[config.mk]
export PLATFORM = sky130hd
export DESIGN_NAME = sscr_regs
export DESIGN_NICKNAME = d
export VERILOG_FILES = /design/src/sscr_sync.v /design/src/sscr_regs.v
export VERILOG_INCLUDE_DIRS = /design/src
export SDC_FILE = /design/constraint.sdc
export NUM_CORES = 1
export LEC_CHECK = 0
export BUFFER_PORTS_ARGS = -buffer_cell sky130_fd_sc_hd__buf_2
export CORE_ASPECT_RATIO = 0.6
export CORE_MARGIN = 2
export CORE_UTILIZATION = 60
export CTS_BUF_LIST = sky130_fd_sc_hd__clkbuf_4 sky130_fd_sc_hd__clkbuf_8
export CTS_CLUSTER_DIAMETER = 60
export DETAILED_ROUTE_END_ITERATION = 10
export GPL_ROUTABILITY_DRIVEN = 0
export PLACE_DENSITY = 0.9
export SYNTH_ARGS = -nofsm -noshare
export SYNTH_HDL_FRONTEND = slang
export SYNTH_SLANG_ARGS = --single-unit
[constraint.sdc]
create_clock -name clk -period 3.1 [get_ports clk]
set_input_delay 0.31 -clock clk [delete_from_list [all_inputs] [get_ports clk]]
set_output_delay 0.31 -clock clk [all_outputs]
set_load 0.03 [all_outputs]
[src/sscr_consts.vh]
// Purpose: constants for the stepper serial control register bank
// Assumes: 8-bit registers, 5-bit register address, msb first
// Notes:   field positions name bits inside each control byte
`ifndef SSCR_CONSTS_VH
`define SSCR_CONSTS_VH
`define SSCR_ADDR_WATCHDOG     5'h00
`define SSCR_ADDR_STEP_CUR     5'h01
`define SSCR_ADDR_DIR_SLOPE    5'h02
`define SSCR_ADDR_ENABLE_SLEEP 5'h03
`define SSCR_ADDR_STATUS0      5'h04
`define SSCR_ADDR_STATUS3      5'h07
`define SSCR_ADDR_REG_TUNE     5'h08
`define SSCR_REG_RESET         8'h00
`define SSCR_BYTE_BITS         4'h8
`define SSCR_PACKET_BITS       5'h10
`define SSCR_CMD_BIT           7
`define SSCR_ADDR_MSB          4
`define SSCR_WD_EN_BIT         7
`define SSCR_WD_INT_MSB        6
`define SSCR_WD_INT_LSB        3
`define SSCR_SM_MSB            7
`define SSCR_SM_LSB            5
`define SSCR_CUR_MSB           4
`define SSCR_CUR_LSB           0
`define SSCR_DIRINV_BIT        7
`define SSCR_STEPPOL_BIT       6
`define SSCR_FREQ_BIT          3
`define SSCR_JITTER_BIT        2
`define SSCR_SLOPE_MSB         1
`define SSCR_SLOPE_LSB         0
`define SSCR_DRVEN_BIT         7
`define SSCR_SLEEP_BIT         6
`define SSCR_LAGAIN_BIT        5
`define SSCR_LATRANS_BIT       4
`define SSCR_VAR_MSB           7
`define SSCR_VAR_LSB           6
`define SSCR_BLANK_MSB         5
`define SSCR_BLANK_LSB         4
`define SSCR_SWTIME_BIT        2
`define SSCR_BRIDGE_MSB        1
`define SSCR_BRIDGE_LSB        0
`endif

[src/sscr_sync.v]
// Purpose: two flip-flop synchroniser for pin inputs
// Assumes: inputs are asynchronous to clk
// Notes:   first stage is read only by the second stage
`timescale 1ns/1ns
module sscr_sync
#(
  parameter WIDTH = 1
)
(
  input  wire             clk,
  input  wire             reset,
  input  wire [WIDTH-1:0] async_in,
  output reg  [WIDTH-1:0] sync_out
);
  reg [WIDTH-1:0] stage1;

  // plain double flop, reset to idle-low
  always @(posedge clk)
  begin
    if (reset)
    begin
      stage1   <= {WIDTH{1'b0}};
      sync_out <= {WIDTH{1'b0}};
    end
    else
    begin
      stage1   <= async_in;
      sync_out <= stage1;
    end
  end
endmodule

[src/sscr_regs.v]
// Purpose: serial-slave control register bank of a micro-stepping driver
// Assumes: serial clock far slower than clk, mode 0, chip select active low
// Notes:   all link pins are sampled by clk and edges found from the samples
`timescale 1ns/1ns
`include "sscr_consts.vh"
module sscr_regs
(
  input  wire       clk,
  input  wire       reset,
  input  wire       cs_n,
  input  wire       sclk,
  input  wire       sdi,
  output reg        sdo,
  output reg        sdo_oe_n,
  input  wire       dir_pin,
  input  wire       step_advance_pin,
  input  wire [7:0] status0_in,
  input  wire [7:0] status1_in,
  input  wire [7:0] status2_in,
  input  wire [7:0] status3_in,
  output reg        step_pulse,
  output reg        dir_ccw,
  output reg        watchdog_enable_bit,
  output reg  [3:0] watchdog_interval_sel,
  output reg  [2:0] step_resolution_sel,
  output reg  [4:0] coil_current_sel,
  output reg  [1:0] slope_select,
  output reg        pwm_freq_double,
  output reg        pwm_jitter_en,
  output reg        driver_enable,
  output reg        sleep_mode,
  output reg        load_angle_quarter_gain,
  output reg        load_angle_output_en,
  output reg  [1:0] reduced_duty_variant,
  output reg  [1:0] comparator_blank_time,
  output reg        duty_limit_75,
  output reg  [1:0] comp_bridge_time
);
  reg  [7:0] reg_watchdog;
  reg  [7:0] reg_step_cur;
  reg  [7:0] reg_dir_slope;
  reg  [7:0] reg_enable_sleep;
  reg  [7:0] reg_tune;
  reg  [7:0] status_hold [0:3];
  reg  [7:0] shift_in;
  reg  [7:0] shift_out;
  reg  [4:0] bit_count;
  reg  [4:0] addr;
  reg        wr_cmd;
  reg  [7:0] wr_data;
  reg        data_next;
  reg        sclk_d;
  reg        cs_n_d;
  reg        step_d;
  wire       cs_sel_s;
  wire       cs_n_s;
  wire       sclk_s;
  wire       sdi_s;
  wire       dir_s;
  wire       step_s;
  wire       sclk_rise;
  wire       sclk_fall;
  wire       cs_rise;
  wire [7:0] load_value;
  wire [7:0] next_shift_in;
  integer    i;

  // every pin crosses two flops before use; select goes through inverted
  // so that the cleared synchroniser reads as deselected, otherwise the
  // first cycles after reset would look like a select and drive sdo
  sscr_sync #(.WIDTH(5)) u_sync
  (
    .clk      (clk),
    .reset    (reset),
    .async_in ({~cs_n, sclk, sdi, dir_pin, step_advance_pin}),
    .sync_out ({cs_sel_s, sclk_s, sdi_s, dir_s, step_s})
  );

  // register readout; status reads come from the snapshot, unmapped addresses read back as zero
  function [7:0] read_reg;
    input [4:0] a;
    begin
      case (a)
        `SSCR_ADDR_WATCHDOG:     read_reg = reg_watchdog;
        `SSCR_ADDR_STEP_CUR:     read_reg = reg_step_cur;
        `SSCR_ADDR_DIR_SLOPE:    read_reg = reg_dir_slope;
        `SSCR_ADDR_ENABLE_SLEEP: read_reg = reg_enable_sleep;
        `SSCR_ADDR_REG_TUNE:     read_reg = reg_tune;
        default:
        begin
          if (a >= `SSCR_ADDR_STATUS0 && a <= `SSCR_ADDR_STATUS3)
            read_reg = status_hold[a[1:0]];
          else
            read_reg = `SSCR_REG_RESET;
        end
      endcase
    end
  endfunction

  assign cs_n_s        = ~cs_sel_s;
  // addr already holds the latest command when a byte's last fall arrives
  assign load_value    = read_reg(addr);
  assign sclk_rise     = ~cs_n_s & sclk_s & ~sclk_d;
  assign sclk_fall     = ~cs_n_s & ~sclk_s & sclk_d;
  assign cs_rise       = cs_n_s & ~cs_n_d;
  assign next_shift_in = {shift_in[6:0], sdi_s};

  // edge history of sampled pins
  always @(posedge clk)
  begin
    if (reset)
    begin
      sclk_d <= 1'b0;
      cs_n_d <= 1'b1;
      step_d <= 1'b0;
    end
    else
    begin
      sclk_d <= sclk_s;
      cs_n_d <= cs_n_s;
      step_d <= step_s;
    end
  end

  // status snapshot moves only while deselected, so every read in a frame may be stale
  always @(posedge clk)
  begin
    if (reset)
    begin
      for (i = 0; i < 4; i = i + 1)
        status_hold[i] <= `SSCR_REG_RESET;
    end
    else if (cs_n_s)
    begin
      status_hold[0] <= status0_in;
      status_hold[1] <= status1_in;
      status_hold[2] <= status2_in;
      status_hold[3] <= status3_in;
    end
  end

  // serial engine: count bits, capture command/address/data, drive sdo
  always @(posedge clk)
  begin
    if (reset)
    begin
      shift_in  <= `SSCR_REG_RESET;
      shift_out <= `SSCR_REG_RESET;
      bit_count <= 5'h00;
      addr      <= 5'h00;
      wr_cmd    <= 1'b0;
      wr_data   <= `SSCR_REG_RESET;
      data_next <= 1'b0;
      sdo       <= 1'b1;
      sdo_oe_n  <= 1'b1;
    end
    else
    begin
      sdo_oe_n <= cs_n_s;
      if (cs_n_s)
      begin
        bit_count <= 5'h00;
        data_next <= 1'b0;
      end
      else
      begin
        if (cs_n_d)
          sdo <= shift_out[7];
        if (sclk_rise)
        begin
          shift_in <= next_shift_in;
          // saturate so over-long packets stay distinguishable
          if (bit_count != 5'h1F)
            bit_count <= bit_count + 5'h01;
          if (bit_count[2:0] == 3'h7)
          begin
            // a write's data byte is no command; every other byte is one
            if (data_next)
            begin
              wr_data   <= next_shift_in;
              data_next <= 1'b0;
            end
            else
            begin
              if (bit_count[4:3] == 2'h0)
                wr_cmd <= next_shift_in[`SSCR_CMD_BIT];
              addr      <= next_shift_in[`SSCR_ADDR_MSB:0];
              data_next <= next_shift_in[`SSCR_CMD_BIT];
            end
          end
        end
        if (sclk_fall)
        begin
          // last fall of a byte reloads from the latest address; before
          // that the buffer still holds the previously loaded content
          if (bit_count[2:0] == 3'h0 && bit_count != 5'h00)
          begin
            shift_out <= load_value;
            sdo       <= load_value[7];
          end
          else
          begin
            shift_out <= {shift_out[6:0], 1'b0};
            sdo       <= shift_out[6];
          end
        end
      end
    end
  end

  // commit on deselect only for an exact sixteen-bit write
  always @(posedge clk)
  begin
    if (reset)
    begin
      reg_watchdog     <= `SSCR_REG_RESET;
      reg_step_cur     <= `SSCR_REG_RESET;
      reg_dir_slope    <= `SSCR_REG_RESET;
      reg_enable_sleep <= `SSCR_REG_RESET;
      reg_tune         <= `SSCR_REG_RESET;
    end
    else if (cs_rise && wr_cmd && bit_count == `SSCR_PACKET_BITS)
    begin
      case (addr)
        `SSCR_ADDR_WATCHDOG:     reg_watchdog     <= wr_data;
        `SSCR_ADDR_STEP_CUR:     reg_step_cur     <= wr_data;
        `SSCR_ADDR_DIR_SLOPE:    reg_dir_slope    <= wr_data;
        `SSCR_ADDR_ENABLE_SLEEP: reg_enable_sleep <= wr_data;
        `SSCR_ADDR_REG_TUNE:     reg_tune         <= wr_data;
        default:                 reg_tune         <= reg_tune;    // read-only ignored
      endcase
    end
  end

  // field decode into registered control outputs
  always @(posedge clk)
  begin
    if (reset)
    begin
      step_pulse              <= 1'b0;
      dir_ccw                 <= 1'b0;
      watchdog_enable_bit     <= 1'b0;
      watchdog_interval_sel   <= 4'h0;
      step_resolution_sel     <= 3'h0;
      coil_current_sel        <= 5'h00;
      slope_select            <= 2'h0;
      pwm_freq_double         <= 1'b0;
      pwm_jitter_en           <= 1'b0;
      driver_enable           <= 1'b0;
      sleep_mode              <= 1'b0;
      load_angle_quarter_gain <= 1'b0;
      load_angle_output_en    <= 1'b0;
      reduced_duty_variant    <= 2'h0;
      comparator_blank_time   <= 2'h0;
      duty_limit_75           <= 1'b0;
      comp_bridge_time        <= 2'h0;
    end
    else
    begin
      sleep_mode <= reg_enable_sleep[`SSCR_SLEEP_BIT];
      // step input is ignored while asleep; direction still follows dir_pin
      step_pulse <= ~reg_enable_sleep[`SSCR_SLEEP_BIT] &
                    (reg_dir_slope[`SSCR_STEPPOL_BIT] ? (step_d & ~step_s)
                                                      : (~step_d & step_s));
      dir_ccw <= dir_s ^ reg_dir_slope[`SSCR_DIRINV_BIT];
      watchdog_enable_bit   <= reg_watchdog[`SSCR_WD_EN_BIT];
      watchdog_interval_sel <= reg_watchdog[`SSCR_WD_INT_MSB:`SSCR_WD_INT_LSB];
      step_resolution_sel   <= reg_step_cur[`SSCR_SM_MSB:`SSCR_SM_LSB];
      coil_current_sel      <= reg_step_cur[`SSCR_CUR_MSB:`SSCR_CUR_LSB];
      slope_select     <= reg_dir_slope[`SSCR_SLOPE_MSB:`SSCR_SLOPE_LSB];
      pwm_freq_double  <= reg_dir_slope[`SSCR_FREQ_BIT];
      pwm_jitter_en    <= reg_dir_slope[`SSCR_JITTER_BIT];
      // bridges stay off in sleep even if enabled
      driver_enable    <= reg_enable_sleep[`SSCR_DRVEN_BIT] &
                          ~reg_enable_sleep[`SSCR_SLEEP_BIT];
      load_angle_quarter_gain <= reg_enable_sleep[`SSCR_LAGAIN_BIT];
      load_angle_output_en    <= ~reg_enable_sleep[`SSCR_LATRANS_BIT];
      reduced_duty_variant  <= reg_tune[`SSCR_VAR_MSB:`SSCR_VAR_LSB];
      comparator_blank_time <= reg_tune[`SSCR_BLANK_MSB:`SSCR_BLANK_LSB];
      duty_limit_75         <= reg_tune[`SSCR_SWTIME_BIT];
      comp_bridge_time      <= reg_tune[`SSCR_BRIDGE_MSB:`SSCR_BRIDGE_LSB];
    end
  end
endmodule

== Word level (Yosys, flattened, before mapping) ==
Memories as Yosys holds them, arrays and structs flattened. A register that Yosys moved wholly into a read port is not among the register bits.
Cells that the tools add are included.
Operators by class
  $lt $le $gt $ge: 2
  bitwise operators: 24
  add/subtract/negate cells: 1
  mux-type cells: 19
  reduce and logical (&&, ||, !) cells: 23
  eq/ne operators: 7
Operators with widths (count)
  $mux W8: 6
  $pmux W8 S5: 1
  $reduce_and A2 Y1: 10
  $eq A5 B2 Y1 const B: 2
  $mux W1: 10
  $not A1 Y1: 10
  $and A1 B1 Y1: 9
  $reduce_and A4 Y1: 2
  $add A5 B1 Y5 const B: 1
  $eq A5 B1 Y1 const B: 1
  $eq A5 B4 Y1 const B: 1
  $eq A5 B5 Y1 const B: 1
  $ge A5 B3 Y1 const B: 1
  $le A5 B3 Y1 const B: 1
  $logic_not A5 Y1: 1
  $ne A5 B5 Y1 const B: 1
  $reduce_and A5 Y1: 1
  $reduce_bool A5 Y1: 1
  $logic_and A1 B1 Y1: 4
  $mux W2: 2
  $or A1 B1 Y1: 4
  $eq A3 B3 Y1 const B: 1
  $logic_not A3 Y1: 1
  $logic_not A2 Y1: 1
  3 further kinds: 3
Storage, ports and cells
  memory bits (writable): 32
  output and inout port bits: 32
  logic and storage cells: 112
  bits in registers: 119
  memories: 1
  input port bits: 39
Memories
  status_hold: words 4, bits a word 8, read ports 1, clocked after Yosys merged registers in 1, wr ports 4, RTL line sscr_regs.v:44  | reg [7:0] status_hold [0:3];

== Depth between registers and ports, before layout ==
Gate-level depths: netlist (run 1).
  depth in word-level cells: 6
  gate-level depth with buffers: 8
  depth with buffers taken out: 7

== Modules after synthesis ==
Synthesis (run 1) repeated with hierarchy kept, for this count alone.
Second synthesis, totals
  cells, all modules: 556
  area, all modules: 6047.0 µm²
Modules (own cells, without submodules)
  sscr_regs: cells each 536, sequential area each 3183.1 µm², area an instance 5784.3 µm², times used 1
  sscr_sync: cells each 20, sequential area each 200.2 µm², area an instance 262.8 µm², times used 1

== Least setup slack after synthesis (run 1) ==
No wires, ideal clock.
  path type: input -> register
  start: in reset
  end: reg shift_out[0]
  cell stages on the path: 5
  arrival time: 2.315 ns
  setup time: 0.117 ns
  data required time: 2.983 ns
  path buffers: 2
  slack: 0.668 ns
  path through: clkbuf_1 nand2b_1 clkbuf_1 nor2_1 a32o_1
RTL lines
  start: declaration: RTL line sscr_regs.v:9  | input wire reset,
  end signal: assignment: RTL line sscr_regs.v:148  | shift_out <= `SSCR_REG_RESET;
  end signal: assignment: RTL line sscr_regs.v:198  | shift_out <= load_value;
  end signal: assignment: RTL line sscr_regs.v:203  | shift_out <= {shift_out[6:0], 1'b0};
  end: declaration: RTL line sscr_regs.v:46  | reg [7:0] shift_out;

== Worst setup path in the final report (run 1) ==
  start: reg bit_count[0]
  end: reg reg_step_cur[5]
Between the ends
  cells in the longest elaborated chain, start to end: 3
RTL lines
  start: declaration: RTL line sscr_regs.v:47  | reg [4:0] bit_count;
  start signal: assignment: RTL line sscr_regs.v:174  | bit_count <= bit_count + 5'h01;
  $eq A5 B5 Y1 (no line)
  $logic_and A1 B1 Y1 (no line)
  $reduce_and A2 Y1 (no line)
  end signal: assignment: RTL line sscr_regs.v:217  | reg_step_cur <= `SSCR_REG_RESET;
  end signal: assignment: RTL line sscr_regs.v:226  | `SSCR_ADDR_STEP_CUR: reg_step_cur <= wr_data;
  end: declaration: RTL line sscr_regs.v:40  | reg [7:0] reg_step_cur;
No other way between the ends.
A chain may end at the register's enable or synchronous reset.

==> metrics.txt, run 1 <==
# TYPE chip_impl_metric gauge
chip_impl_info{name="tritoncts",value="done"} 1
chip_impl_info{name="grt_setup_unrepaired",value="no"} 1
chip_impl_metric{name="yosysWarnings",unit=""} 0
chip_impl_metric{name="ctsResizeCount",unit=""} 0
chip_impl_metric{name="post-route-min-period",unit="ps"} 2570
chip_impl_metric{name="num-nets-final",unit=""} 640
chip_impl_metric{name="postSynthRegisterBits",unit=""} 153
chip_impl_metric{name="synth.distinct_cells",unit=""} 43
chip_impl_metric{name="synth_async_sr_flop_share",unit="%"} 0
chip_impl_metric{name="multiplexer_area_fraction_after_synthesis",unit="%"} 15.0
chip_impl_metric{name="grt_overflow",unit=""} 0
chip_impl_metric{name="timing_hold_violations_final",unit=""} 0
chip_impl_metric{name="initial_core_util",unit="%"} 63.1
chip_impl_metric{name="finalWirelength",unit="um"} 12900
chip_impl_info{name="largest_family_of_logic_cells_by_synthesized_area",value="simple AND/OR/NAND/NOR gates"} 1
chip_impl_info{name="synth_top_flop_cell",value="sky130_fd_sc_hd__dfxtp_1"} 1
chip_impl_metric{name="whs",unit="ps"} 62.5
chip_impl_metric{name="route.detailed.wl_per_inst",unit="um"} 17.5
chip_impl_metric{name="tritoncts.num_buffers",unit=""} 17
chip_impl_metric{name="tns",unit="ps"} 0
chip_impl_metric{name="number_of_antenna_violations_at_the_first_check_in_global_routing",unit=""} 0
chip_impl_metric{name="portion_of_synthesized_cell_area_occupied_by_the_leading_cell_type",unit="%"} 41.0
chip_impl_metric{name="timing_max_transition_violations_final",unit=""} 0
chip_impl_metric{name="global_route.usage.met1",unit="%"} 33.0
chip_impl_info{name="synthTopCellsByCount",value="sky130_fd_sc_hd__dfxtp_1, sky130_fd_sc_hd__mux2i_1, sky130_fd_sc_hd__nor2_1"} 1
chip_impl_metric{name="grt_pass1_vias",unit=""} 4010
chip_impl_metric{name="syn_nets",unit=""} 573
chip_impl_metric{name="io-pin-count",unit=""} 71
chip_impl_info{name="r2r_start",value="bit_count[0]"} 1
chip_impl_info{name="cp-end-kind",value="flip-flop"} 1
chip_impl_info{name="status",value="finished clean"} 1
chip_impl_metric{name="die-width",unit="um"} 132
chip_impl_metric{name="syn-mean-instance-area",unit="um^2"} 11.1
chip_impl_metric{name="drt-vias-per-instance",unit=""} 5.62
chip_impl_metric{name="area_growth_from_synthesis_to_final_layout",unit="%"} 13.8
chip_impl_info{name="ys_top_cells_by_area",value="sky130_fd_sc_hd__dfxtp_1, sky130_fd_sc_hd__edfxtp_1, sky130_fd_sc_hd__mux2i_1"} 1
chip_impl_info{name="top_usage_layer",value="met2"} 1
chip_impl_metric{name="number_of_diodes_added_for_antenna_fixing",unit=""} 0
chip_impl_metric{name="placeableCoreArea",unit="um^2"} 9360
chip_impl_metric{name="layout.core_utilization",unit="%"} 71.8
chip_impl_metric{name="drive_above_1_share",unit="%"} 19.7
chip_impl_info{name="timing.hold.worst.class",value="primary input to flip-flop"} 1
chip_impl_metric{name="drt_pre_antenna_iters",unit=""} 5
chip_impl_metric{name="number_of_setup_buffers_added_after_cts",unit=""} 0
chip_impl_metric{name="maxCapViolCount",unit=""} 0
chip_impl_metric{name="detail_route.drc_violations",unit=""} 0
chip_impl_metric{name="clock_tree.htree_level_count",unit=""} 4
chip_impl_info{name="synth_top_area_cell",value="sky130_fd_sc_hd__dfxtp_1"} 1
chip_impl_metric{name="worstPathMaxFanout",unit=""} 8
chip_impl_metric{name="largest_net_degree_at_the_start_of_global_routing",unit=""} 103
chip_impl_metric{name="maxClockFrequency",unit="GHz"} 0.389
chip_impl_metric{name="clk_latency",unit="ps"} 460
chip_impl_metric{name="synthesis.area",unit="um^2"} 5900
chip_impl_metric{name="place_ws",unit="ps"} 590
chip_impl_metric{name="globalRouteMet2Util",unit="%"} 39.9
chip_impl_info{name="synth_most_common_cell",value="sky130_fd_sc_hd__dfxtp_1"} 1
chip_impl_metric{name="synth_xor_area_share",unit="%"} 0.445
chip_impl_metric{name="vdd_ir_drop_max",unit="mV"} 0.304
chip_impl_metric{name="ctsLongestPathBuffers",unit=""} 2
chip_impl_metric{name="synth.yosys.seq_area_share",unit="%"} 57.3
chip_impl_metric{name="required",unit="ps"} 3410
chip_impl_info{name="crit_start",value="bit_count[0]"} 1
chip_impl_info{name="cts_root_buffer",value="sky130_fd_sc_hd__clkbuf_8"} 1
chip_impl_metric{name="p_leak",unit="nW"} 2.69
chip_impl_info{name="start_kind",value="flip-flop"} 1
chip_impl_metric{name="clk_transition_reported_paths",unit="ps"} 80
chip_impl_metric{name="die-area",unit="um^2"} 10700
chip_impl_metric{name="yosys.area_share.adder",unit="%"} 0.848
chip_impl_metric{name="grt_pass1_wl",unit="um"} 20200
chip_impl_metric{name="synthSimpleGateAreaFrac",unit="%"} 17.6
chip_impl_metric{name="die_h",unit="um"} 80.8
chip_impl_metric{name="timing.max_slew.rel_slack",unit="%"} 33.4
chip_impl_metric{name="ant_nets",unit=""} 0
chip_impl_metric{name="number_of_standard_cells_after_synthesis",unit=""} 530
chip_impl_metric{name="via_count",unit=""} 4155
chip_impl_metric{name="synth_edf_count",unit=""} 32
chip_impl_metric{name="place.detailed.hpwl",unit="um"} 8910
chip_impl_metric{name="total_number_of_clock_tree_sinks",unit=""} 153
chip_impl_info{name="worst_hold_startpoint",value="sclk"} 1
chip_impl_metric{name="port_buffers",unit=""} 70
chip_impl_metric{name="cp.arrival",unit="ps"} 2890
chip_impl_info{name="worstSetupPathType",value="flip-flop to flip-flop"} 1
chip_impl_metric{name="gr-usage-met3",unit="%"} 6.55
chip_impl_metric{name="globalRouteTotalUtil",unit="%"} 25.1
chip_impl_metric{name="drt-initial-drc-count",unit=""} 417
chip_impl_metric{name="worst_slew_pin_slew",unit="ps"} 999
chip_impl_metric{name="fp-row-count",unit=""} 27
chip_impl_metric{name="fin_worst_skew",unit="ps"} 11.5
chip_impl_metric{name="synth-compound-area-share",unit="%"} 6.34
chip_impl_metric{name="final_ws_setup",unit="ps"} 526
chip_impl_metric{name="setup_viol",unit=""} 0
chip_impl_metric{name="pwr_density_cell",unit="nW/um^2"} 531
chip_impl_metric{name="final_min_period_over_clock_period",unit="%"} 83.0
## timing repair
| action | CTS | global route |
|---|---|---|
| hold buffers | 1 | 0 |
| endpoints found under the setup margin | 0 | 0 |
| hold endpoints to repair | 1 | 0 |
## per-stage QoR
stage	std cells	total power (W)	cell area (um^2)
6_report	739	0.00357	6720
5_1_grt	739	0.00366	6720
4_1_cts	739	0.00358	6720
3_5_place_dp	707	0.00224	6350
3_3_place_gp	707	0.00223	6350
2_1_floorplan	530	0.00219	5900
## final cells by class
class,instances,area (um^2)
fillers,660,2640
flip-flops and latches,153,3380
clock buffers,28,342
clock inverters,3,15.0
inverters,5,18.8
multi-input cells,341,2370
repair buffers,79,423
well taps,130,163
## registers in the layout, summed over array words and instances (netlist names), 7 cells and up, named ones only
name	flops
status_hold	32
reg_dir_slope	8
reg_enable_sleep	8
reg_step_cur	8
reg_tune	8
reg_watchdog	8
shift_out	8
wr_data	8
shift_in	7
## cells in the final DEF (no fill, tap or decap), types with 2 or more instances in the layout
cell and count:
sky130_fd_sc_hd__dfxtp_1 121, sky130_fd_sc_hd__mux2i_1 85, sky130_fd_sc_hd__nor2_1 70, sky130_fd_sc_hd__buf_2 69
sky130_fd_sc_hd__nor2b_1 39, sky130_fd_sc_hd__and2_1 32, sky130_fd_sc_hd__edfxtp_1 32, sky130_fd_sc_hd__o21ai_0 24
sky130_fd_sc_hd__clkbuf_8 21, sky130_fd_sc_hd__nand2_1 16, sky130_fd_sc_hd__o22ai_1 14, sky130_fd_sc_hd__a21oi_1 12
sky130_fd_sc_hd__buf_4 9, sky130_fd_sc_hd__clkbuf_4 7, sky130_fd_sc_hd__a2111oi_0 6, sky130_fd_sc_hd__inv_1 5
sky130_fd_sc_hd__nor4_4 4, sky130_fd_sc_hd__ha_1 4, sky130_fd_sc_hd__nand2b_1 3, sky130_fd_sc_hd__or4b_1 3
sky130_fd_sc_hd__nor4_1 3, sky130_fd_sc_hd__nor3b_1 3, sky130_fd_sc_hd__clkinv_2 3, sky130_fd_sc_hd__nand3b_1 2
sky130_fd_sc_hd__xnor2_1 2
## critical path, stage by stage (launching register included)
cell,delay (ps)
sky130_fd_sc_hd__dfxtp_1,350
sky130_fd_sc_hd__inv_1,70
sky130_fd_sc_hd__ha_1,150
sky130_fd_sc_hd__or4b_1,680
sky130_fd_sc_hd__nor4_4,820
sky130_fd_sc_hd__mux2i_1,300
sky130_fd_sc_hd__nor2_1,60
## per-layer routing
metal / up-vias / wire length (um)
met5: - / 0
li1: 1981 / -
met4: 0 / 218
met1: 1976 / 5750
met3: 22 / 982
met2: 176 / 5950
## kinds of logic (layout without fill, tap and decap cells)
group / after synthesis / in the layout
mux: 87 / 87
buf+inv: 36 / 115
xor+xnor: 3 / 3
compound gates: 62 / 62
simple gates: 185 / 185
flops: 153 / 153
fa+ha+maj: 4 / 4
## power breakdown
part           switching [W]  internal, W
clock network       0.000681     0.000693
registers          0.0000139      0.00207
logic              0.0000614    0.0000459
## worst paths after layout
path	end	slack, ps	cells past startpoint
hold reg to reg	u_sync.sync_out[0]	440	1
setup / recovery	reg_step_cur[5]	530	6
hold / removal	u_sync.stage1[3]	60	2
setup reg to reg	reg_step_cur[5]	530	6
Power figures use the tool's default switching activity.
==> run 2: changes to the inputs <==
ABC_AREA = 1   (was default)
clock period = 2.4 ns   (was 3.1 ns; I/O delays follow)
==> run 2 against run 1 <==
Effect of this change: power is 49% higher; sequential power is 29% higher; area after synthesis is 3.1% higher; flip-flop and latch count stayed put; fmax is 39% higher; first-iteration DRC count is 55% higher; register-to-register slack better by 20 ps; critical endpoint is now reg_watchdog[1]; largest cell class unchanged.
==> metrics.txt, run 2 <==
# TYPE chip_impl_metric gauge
chip_impl_info{name="timing.hold.worst.class",value="primary input to flip-flop"} 1
chip_impl_metric{name="grt_pass1_wl",unit="um"} 23200
chip_impl_metric{name="timing_hold_violations_final",unit=""} 0
chip_impl_metric{name="route.detailed.wl_per_inst",unit="um"} 15.0
chip_impl_metric{name="fillerInstances",unit=""} 742
chip_impl_metric{name="tns",unit="ps"} 0
chip_impl_metric{name="yosysWarnings",unit=""} 0
chip_impl_metric{name="timing_max_transition_violations_final",unit=""} 0
chip_impl_info{name="final_cell_mix",value="sky130_fd_sc_hd__nor2_1, sky130_fd_sc_hd__dfxtp_1, sky130_fd_sc_hd__nand2_1, sky130_fd_sc_hd__inv_1, sky130_fd_sc_hd__buf_2"} 1
chip_impl_info{name="synth_top_area_cell",value="sky130_fd_sc_hd__dfxtp_1"} 1
chip_impl_metric{name="cell_area_placed",unit="um^2"} 6500
chip_impl_info{name="status",value="finished clean"} 1
chip_impl_metric{name="area_growth_from_synthesis_to_final_layout",unit="%"} 15.9
chip_impl_info{name="grt_setup_unrepaired",value="no"} 1
chip_impl_info{name="series_of_cell_instances_along_the_critical_path",value="inv_1 > ha_1 > nand2_1 > nor2_1 > nand2_2 > inv_2 > nand2_1 > inv_1 > nor2_1 > nor2_1"} 1
chip_impl_metric{name="io-pin-count",unit=""} 71
chip_impl_metric{name="die_h",unit="um"} 82.0
chip_impl_metric{name="whs",unit="ps"} 77.7
chip_impl_metric{name="required",unit="ps"} 2750
chip_impl_metric{name="ctsLongestPathBuffers",unit=""} 2
chip_impl_info{name="cp-end-kind",value="flip-flop"} 1
chip_impl_metric{name="critPathBufInv",unit=""} 3
chip_impl_metric{name="die-width",unit="um"} 134
chip_impl_metric{name="setup_viol",unit=""} 0
chip_impl_metric{name="finalWirelength",unit="um"} 14500
chip_impl_metric{name="tritoncts.num_buffers",unit=""} 17
chip_impl_metric{name="initial_core_util",unit="%"} 61.6
chip_impl_metric{name="globalRouteTotalUtil",unit="%"} 27.8
chip_impl_metric{name="synth_async_sr_flop_share",unit="%"} 0
chip_impl_metric{name="worst_slew_pin_slew",unit="ps"} 560
chip_impl_metric{name="postSynthRegisterBits",unit=""} 153
chip_impl_metric{name="clock_tree.htree_level_count",unit=""} 4
chip_impl_metric{name="drive_above_1_share",unit="%"} 17.6
chip_impl_metric{name="final_min_period_over_clock_period",unit="%"} 77.2
chip_impl_metric{name="worstPathMaxFanout",unit=""} 14
chip_impl_info{name="regMostFlops",value="status_hold"} 1
chip_impl_metric{name="number_of_standard_cells_after_synthesis",unit=""} 750
chip_impl_metric{name="detail_route.drc_violations",unit=""} 0
chip_impl_metric{name="die-area",unit="um^2"} 11000
chip_impl_metric{name="timing.reg2reg.setup_slack",unit="ps"} 550
chip_impl_metric{name="synth.yosys.seq_area_share",unit="%"} 55.6
chip_impl_metric{name="synth.distinct_cells",unit=""} 30
chip_impl_metric{name="drt_pre_antenna_iters",unit=""} 5
chip_impl_info{name="worstSetupPathType",value="flip-flop to flip-flop"} 1
chip_impl_metric{name="pwr_density_cell",unit="nW/um^2"} 752
chip_impl_metric{name="grt_overflow",unit=""} 0
chip_impl_metric{name="clk_latency",unit="ps"} 460
chip_impl_metric{name="ant_nets",unit=""} 0
chip_impl_metric{name="total_number_of_clock_tree_sinks",unit=""} 153
chip_impl_metric{name="maxClockFrequency",unit="GHz"} 0.540
chip_impl_metric{name="clk_transition_reported_paths",unit="ps"} 80
chip_impl_info{name="start_kind",value="flip-flop"} 1
chip_impl_metric{name="layout.core_utilization",unit="%"} 71.4
chip_impl_metric{name="synth_edf_count",unit=""} 32
chip_impl_metric{name="cp.arrival",unit="ps"} 2200
chip_impl_metric{name="fp-row-count",unit=""} 28
chip_impl_metric{name="vdd_ir_drop_max",unit="mV"} 0.477
chip_impl_metric{name="post-route-min-period",unit="ps"} 1850
chip_impl_metric{name="ctsResizeCount",unit=""} 0
chip_impl_info{name="tritoncts",value="done"} 1
chip_impl_info{name="synth_top_flop_cell",value="sky130_fd_sc_hd__dfxtp_1"} 1
chip_impl_metric{name="stdcell_area",unit="um^2"} 7060
chip_impl_metric{name="fin_cells",unit=""} 968
chip_impl_metric{name="port_buffers",unit=""} 70
chip_impl_metric{name="placeableCoreArea",unit="um^2"} 9880
chip_impl_metric{name="numPlacedInstances",unit=""} 931
chip_impl_metric{name="drt-vias-per-instance",unit=""} 5.35
chip_impl_metric{name="drt-initial-drc-count",unit=""} 648
chip_impl_metric{name="syn_nets",unit=""} 793
chip_impl_metric{name="place.detailed.hpwl",unit="um"} 9380
chip_impl_metric{name="number_of_setup_buffers_added_after_cts",unit=""} 0
chip_impl_info{name="ys_top_cells_by_area",value="sky130_fd_sc_hd__dfxtp_1, sky130_fd_sc_hd__edfxtp_1, sky130_fd_sc_hd__nor2_1"} 1
chip_impl_metric{name="synthesis.area",unit="um^2"} 6090
chip_impl_metric{name="p_leak",unit="nW"} 3.00
chip_impl_metric{name="syn-mean-instance-area",unit="um^2"} 8.12
chip_impl_info{name="cts_root_buffer",value="sky130_fd_sc_hd__clkbuf_8"} 1
chip_impl_metric{name="portion_of_synthesized_cell_area_occupied_by_the_leading_cell_type",unit="%"} 39.8
chip_impl_metric{name="grt_pass1_vias",unit=""} 4763
chip_impl_info{name="commonest_non_fill_non_tap_cell_in_the_layout",value="sky130_fd_sc_hd__nor2_1"} 1
chip_impl_info{name="crit_family",value="simple AND/OR/NAND/NOR gates"} 1
chip_impl_info{name="cp_common_cell",value="sky130_fd_sc_hd__nor2_1"} 1
chip_impl_metric{name="timing.max_slew.rel_slack",unit="%"} 62.6
chip_impl_metric{name="max_reg_flops",unit=""} 32
chip_impl_info{name="critPathSlowestCell",value="sky130_fd_sc_hd__dfxtp_1"} 1
chip_impl_metric{name="max_stage_delay",unit="ps"} 380
chip_impl_metric{name="largest_net_degree_at_the_start_of_global_routing",unit=""} 37
chip_impl_metric{name="number_of_diodes_added_for_antenna_fixing",unit=""} 0
chip_impl_metric{name="via_count",unit=""} 5175
chip_impl_metric{name="num-nets-final",unit=""} 863
chip_impl_metric{name="number_of_antenna_violations_at_the_first_check_in_global_routing",unit=""} 0
chip_impl_info{name="synthTopCellsByCount",value="sky130_fd_sc_hd__nor2_1, sky130_fd_sc_hd__dfxtp_1, sky130_fd_sc_hd__nand2_1"} 1
chip_impl_info{name="synth_most_common_cell",value="sky130_fd_sc_hd__nor2_1"} 1
chip_impl_metric{name="maxCapViolCount",unit=""} 0
chip_impl_metric{name="fin_worst_skew",unit="ps"} 12.2
run 2: cell types whose count changed after synthesis, sizes merged, moves of 21 or more:
cell,before,now
nor2,70,178
inv,5,104
mux2i,85,0
nand2,16,100
a21oi,12,68
o21ai,24,69
nor2b,39,0
and2,33,0
nand3,0,21
run 2: tightest hold or removal path, cell delays in order:
cell and delay [ps]:
sky130_fd_sc_hd__buf_2 70, sky130_fd_sc_hd__inv_1 30, sky130_fd_sc_hd__nor2_1 80
run 2: cells by family after synthesis:
family / after synthesis / synth area share (%)
flops: 153 / 55.6
simple gates: 319 / 22.9
fa+ha+maj: 4 / 0.822
xor+xnor: 1 / 0.144
buf+inv: 135 / 8.98
compound gates: 138 / 11.6
run 2: path summary, 6_finish.rpt:
path / startpoint / end / cells after the start
worst max-delay path: bit_count[0] / reg_watchdog[1] / 10
worst min-delay path: status3_in[2] / status_hold[3][2] / 3
worst max register to register: bit_count[0] / reg_watchdog[1] / 10
worst min register to register: u_sync.stage1[1] / u_sync.sync_out[1] / 2
run 2: through the flow:
step                      power (W)  worst slack [ps]
final                       0.00531               548
after global routing        0.00545               433
after detailed placement    0.00292               650
after global placement      0.00291               716
after CTS                   0.00531               577
after floorplan             0.00285               796
run 2: layout make-up:
| cell class | count | area, um^2 | area share (%) |
|---|---|---|---|
| Sequential cell | 153 | 3380 | 47.9 |
| Multi-Input combinational cell | 462 | 2160 | 30.6 |
| Timing Repair Buffer | 82 | 453 | 6.42 |
| Inverter | 104 | 390 | 5.53 |
| Clock buffer | 20 | 256 | 3.63 |
| Clock inverter | 12 | 248 | 3.51 |
| Tap cell | 135 | 169 | 2.39 |
run 2: power by group:
part | internal, W | switching [W] | total (W)
registers | 0.00268 | 0.0000209 | 0.00270
clock network | 0.00148 | 0.000956 | 0.00244
logic | 0.0000653 | 0.000107 | 0.000172
total | 0.00422 | 0.00108 | 0.00531
run 2: routing by layer:
metal / track usage (%) / up-vias / wire length [um]
li1: - / 2510 / -
met1: 38.1 / 2336 / 6200
met2: 42.4 / 282 / 6130
met3: 7.16 / 47 / 1770
met4: 11.5 / 0 / 409
met5: 0 / - / 0
run 2: what timing repair did:
item,in CTS,in global routing
hold endpoints to repair,5,0
setup endpoints to repair,0,0
hold buffers,5,0
==> run 3: changes to the inputs <==
CORE_UTILIZATION = 54   (was 60)
PLACE_DENSITY = 0.86   (was 0.9)
clock period = 1.5 ns   (was 2.4 ns; I/O delays follow)
==> run 3 against run 2 <==
Effect of this change: the flow now finishes with violations (negative setup slack); flip-flop and latch count is the same; register-to-register slack worse by 730 ps; power rose by 55%; sequential power is 60% higher; global-route usage decreased by 1.2 points; worst hold slack worse by 75 ps; clock-buffer cell count shrank 1; design area up 12%; via count is 12% higher; clock skew grew 7.4 ps; wire length rose by 24%.
==> metrics.txt, run 3 (synthesized netlist as in run 2, its figures left out) <==
# TYPE chip_impl_metric gauge
chip_impl_metric{name="die_h",unit="um"} 86.3
chip_impl_metric{name="timing_max_transition_violations_final",unit=""} 0
chip_impl_metric{name="timing_hold_violations_final",unit=""} 0
chip_impl_metric{name="detail_route.drc_violations",unit=""} 0
chip_impl_metric{name="area_growth_from_synthesis_to_final_layout",unit="%"} 29.8
chip_impl_metric{name="place.detailed.hpwl",unit="um"} 9780
chip_impl_info{name="worst_hold_startpoint",value="status1_in[6]"} 1
chip_impl_metric{name="timing.reg2reg.setup_slack",unit="ps"} -180
chip_impl_info{name="grt_setup_unrepaired",value="yes"} 1
chip_impl_metric{name="fin_cells",unit=""} 1036
chip_impl_info{name="regMostFlops",value="status_hold"} 1
chip_impl_metric{name="setup_viol",unit=""} 33
chip_impl_metric{name="io-pin-count",unit=""} 71
chip_impl_metric{name="pwr_density_cell",unit="nW/um^2"} 1040
chip_impl_metric{name="p_leak",unit="nW"} 3.37
chip_impl_metric{name="maxCapViolCount",unit=""} 0
chip_impl_info{name="worstSetupPathType",value="flip-flop to flip-flop"} 1
chip_impl_metric{name="finalWirelength",unit="um"} 18000
chip_impl_metric{name="largest_net_degree_at_the_start_of_global_routing",unit=""} 37
chip_impl_info{name="cp-end-kind",value="flip-flop"} 1
chip_impl_info{name="tritoncts",value="done"} 1
chip_impl_metric{name="total_number_of_clock_tree_sinks",unit=""} 153
chip_impl_info{name="r2r_start",value="bit_count[0]"} 1
chip_impl_info{name="status",value="complete, but fails checks"} 1
chip_impl_metric{name="numPlacedInstances",unit=""} 966
chip_impl_info{name="cts_root_buffer",value="sky130_fd_sc_hd__clkbuf_8"} 1
chip_impl_metric{name="grt_pass1_wl",unit="um"} 24900
chip_impl_metric{name="worst_slew_pin_slew",unit="ps"} 447
chip_impl_metric{name="clk_transition_reported_paths",unit="ps"} 90
chip_impl_metric{name="port_buffers",unit=""} 70
chip_impl_metric{name="grt_pass1_vias",unit=""} 5088
chip_impl_metric{name="num-nets-final",unit=""} 927
chip_impl_metric{name="maxClockFrequency",unit="GHz"} 0.594
chip_impl_metric{name="post-route-min-period",unit="ps"} 1680
chip_impl_info{name="reg2reg_to",value="reg_step_cur[6]"} 1
chip_impl_metric{name="number_of_diodes_added_for_antenna_fixing",unit=""} 0
chip_impl_metric{name="fp-row-count",unit=""} 29
chip_impl_metric{name="drt-initial-drc-count",unit=""} 657
chip_impl_metric{name="cp.arrival",unit="ps"} 2030
chip_impl_metric{name="whs",unit="ps"} 2.91
chip_impl_metric{name="placeableCoreArea",unit="um^2"} 10800
chip_impl_metric{name="max_reg_flops",unit=""} 32
chip_impl_metric{name="grt_overflow",unit=""} 0
chip_impl_metric{name="ctsLongestPathBuffers",unit=""} 2
chip_impl_info{name="final_cell_mix",value="sky130_fd_sc_hd__nor2_1, sky130_fd_sc_hd__dfxtp_1, sky130_fd_sc_hd__inv_1, sky130_fd_sc_hd__nand2_1, sky130_fd_sc_hd__buf_2"} 1
chip_impl_metric{name="initial_core_util",unit="%"} 56.5
chip_impl_metric{name="timing.max_slew.rel_slack",unit="%"} 70.2
chip_impl_info{name="timing.hold.worst.class",value="primary input to flip-flop"} 1
chip_impl_metric{name="die-width",unit="um"} 141
chip_impl_metric{name="drive_above_1_share",unit="%"} 27.6
chip_impl_metric{name="final_min_period_over_clock_period",unit="%"} 112
chip_impl_metric{name="route.detailed.wl_per_inst",unit="um"} 17.4
chip_impl_metric{name="fin_worst_skew",unit="ps"} 19.6
chip_impl_info{name="commonest_non_fill_non_tap_cell_in_the_layout",value="sky130_fd_sc_hd__nor2_1"} 1
chip_impl_info{name="failed_checks",value="negative setup slack"} 1
chip_impl_metric{name="clk_latency",unit="ps"} 470
chip_impl_metric{name="drt-vias-per-instance",unit=""} 5.57
chip_impl_metric{name="whs_path_depth",unit=""} 3
chip_impl_metric{name="place_ws",unit="ps"} -99.8
chip_impl_metric{name="via_count",unit=""} 5773
chip_impl_metric{name="required",unit="ps"} 1850
chip_impl_metric{name="die-area",unit="um^2"} 12200
chip_impl_metric{name="drt_pre_antenna_iters",unit=""} 6
chip_impl_metric{name="globalRouteTotalUtil",unit="%"} 26.5
chip_impl_metric{name="final_ws_setup",unit="ps"} -185
chip_impl_metric{name="worstPathMaxFanout",unit=""} 7
chip_impl_info{name="hold_end",value="status_hold[1][6]"} 1
chip_impl_metric{name="number_of_antenna_violations_at_the_first_check_in_global_routing",unit=""} 0
chip_impl_metric{name="ant_nets",unit=""} 0
chip_impl_metric{name="tritoncts.num_buffers",unit=""} 17
chip_impl_metric{name="vdd_ir_drop_max",unit="mV"} 0.694
chip_impl_metric{name="worstRegToRegCells",unit=""} 10
chip_impl_metric{name="clock_tree.htree_level_count",unit=""} 4
chip_impl_info{name="start_kind",value="flip-flop"} 1
[run 3: cell types whose count changed in the layout (fill, tap and decap cells not counted), sizes merged]
| cell | previous run | this run |
|---|---|---|
| buf | 77 | 124 |
| bufinv | 7 | 4 |
| clkinv | 3 | 7 |
| dlygate4sd3 | 5 | 19 |
| nand4 | 16 | 17 |
| nor2 | 178 | 179 |
[run 3: how the worst max path moves through the flow]
stage	from	end	slack, ps	cells past startpoint
global route	bit_count[0]	reg_step_cur[6]	-260	10
floorplan	u_sync.sync_out[4]	status_hold[0][0]	20	3
finish	bit_count[0]	reg_step_cur[6]	-180	10
CTS	bit_count[0]	bit_count[3]	-20	9
detailed placement	bit_count[0]	reg_tune[0]	-100	9
global placement	bit_count[0]	reg_tune[1]	-5	9
[run 3: through the flow]
step | setup TNS [ps] | power (W) | area [um^2] | util, %
floorplan | 0 | 0.00457 | 6100 | -
global placement | -10.9 | 0.00467 | 6800 | 63.1
detailed placement | -1370 | 0.00468 | 6800 | 63.1
CTS | -15.5 | 0.00814 | 7580 | 70.3
global route | -5160 | 0.00842 | 7900 | 73.3
finish | -2070 | 0.00824 | 7900 | 73.3
[run 3: worst max-delay path: stages (launching register included)]
cell and delay, ps:
sky130_fd_sc_hd__dfxtp_2 330, sky130_fd_sc_hd__inv_2 100, sky130_fd_sc_hd__ha_4 170, sky130_fd_sc_hd__nand2_4 60
sky130_fd_sc_hd__nor2_2 110, sky130_fd_sc_hd__nand2_2 100, sky130_fd_sc_hd__clkinv_4 120, sky130_fd_sc_hd__buf_4 140
sky130_fd_sc_hd__nand4_4 140, sky130_fd_sc_hd__o21ai_1 220, sky130_fd_sc_hd__a21oi_1 70
[run 3: timing repair]
action                                  CTS  global route
resized for setup                        31            78
pin swaps                                 7            20
hold buffers                             19             0
hold endpoints to repair                 19             0
setup buffers                             5            10
endpoints found under the setup margin   47            70
gates cloned                              2             2
[run 3: power breakdown]
part	total [W]	internal [W]	switching, W
combinational	0.000344	0.000145	0.000200
sequential	0.00432	0.00428	0.0000396
clock	0.00357	0.00192	0.00166
[run 3: area by class of cell]
type | count | area, um^2
timing repair buffer | 144 | 1080
clock buffer | 19 | 262
clock inverter | 13 | 191
fill | 699 | 2880
multi-input combinational | 464 | 2400
sequential | 153 | 3390
inverter | 104 | 409
tap | 139 | 174
[run 3: metal layers]
| metal | up-vias | global-route usage [%] | wire length, um |
|---|---|---|---|
| met5 | - | 0 | 0 |
| met4 | 0 | 11.1 | 764 |
| met3 | 83 | 7.18 | 2010 |
| met2 | 377 | 41.8 | 8030 |
| met1 | 2655 | 35.1 | 7180 |
| li1 | 2658 | - | - |
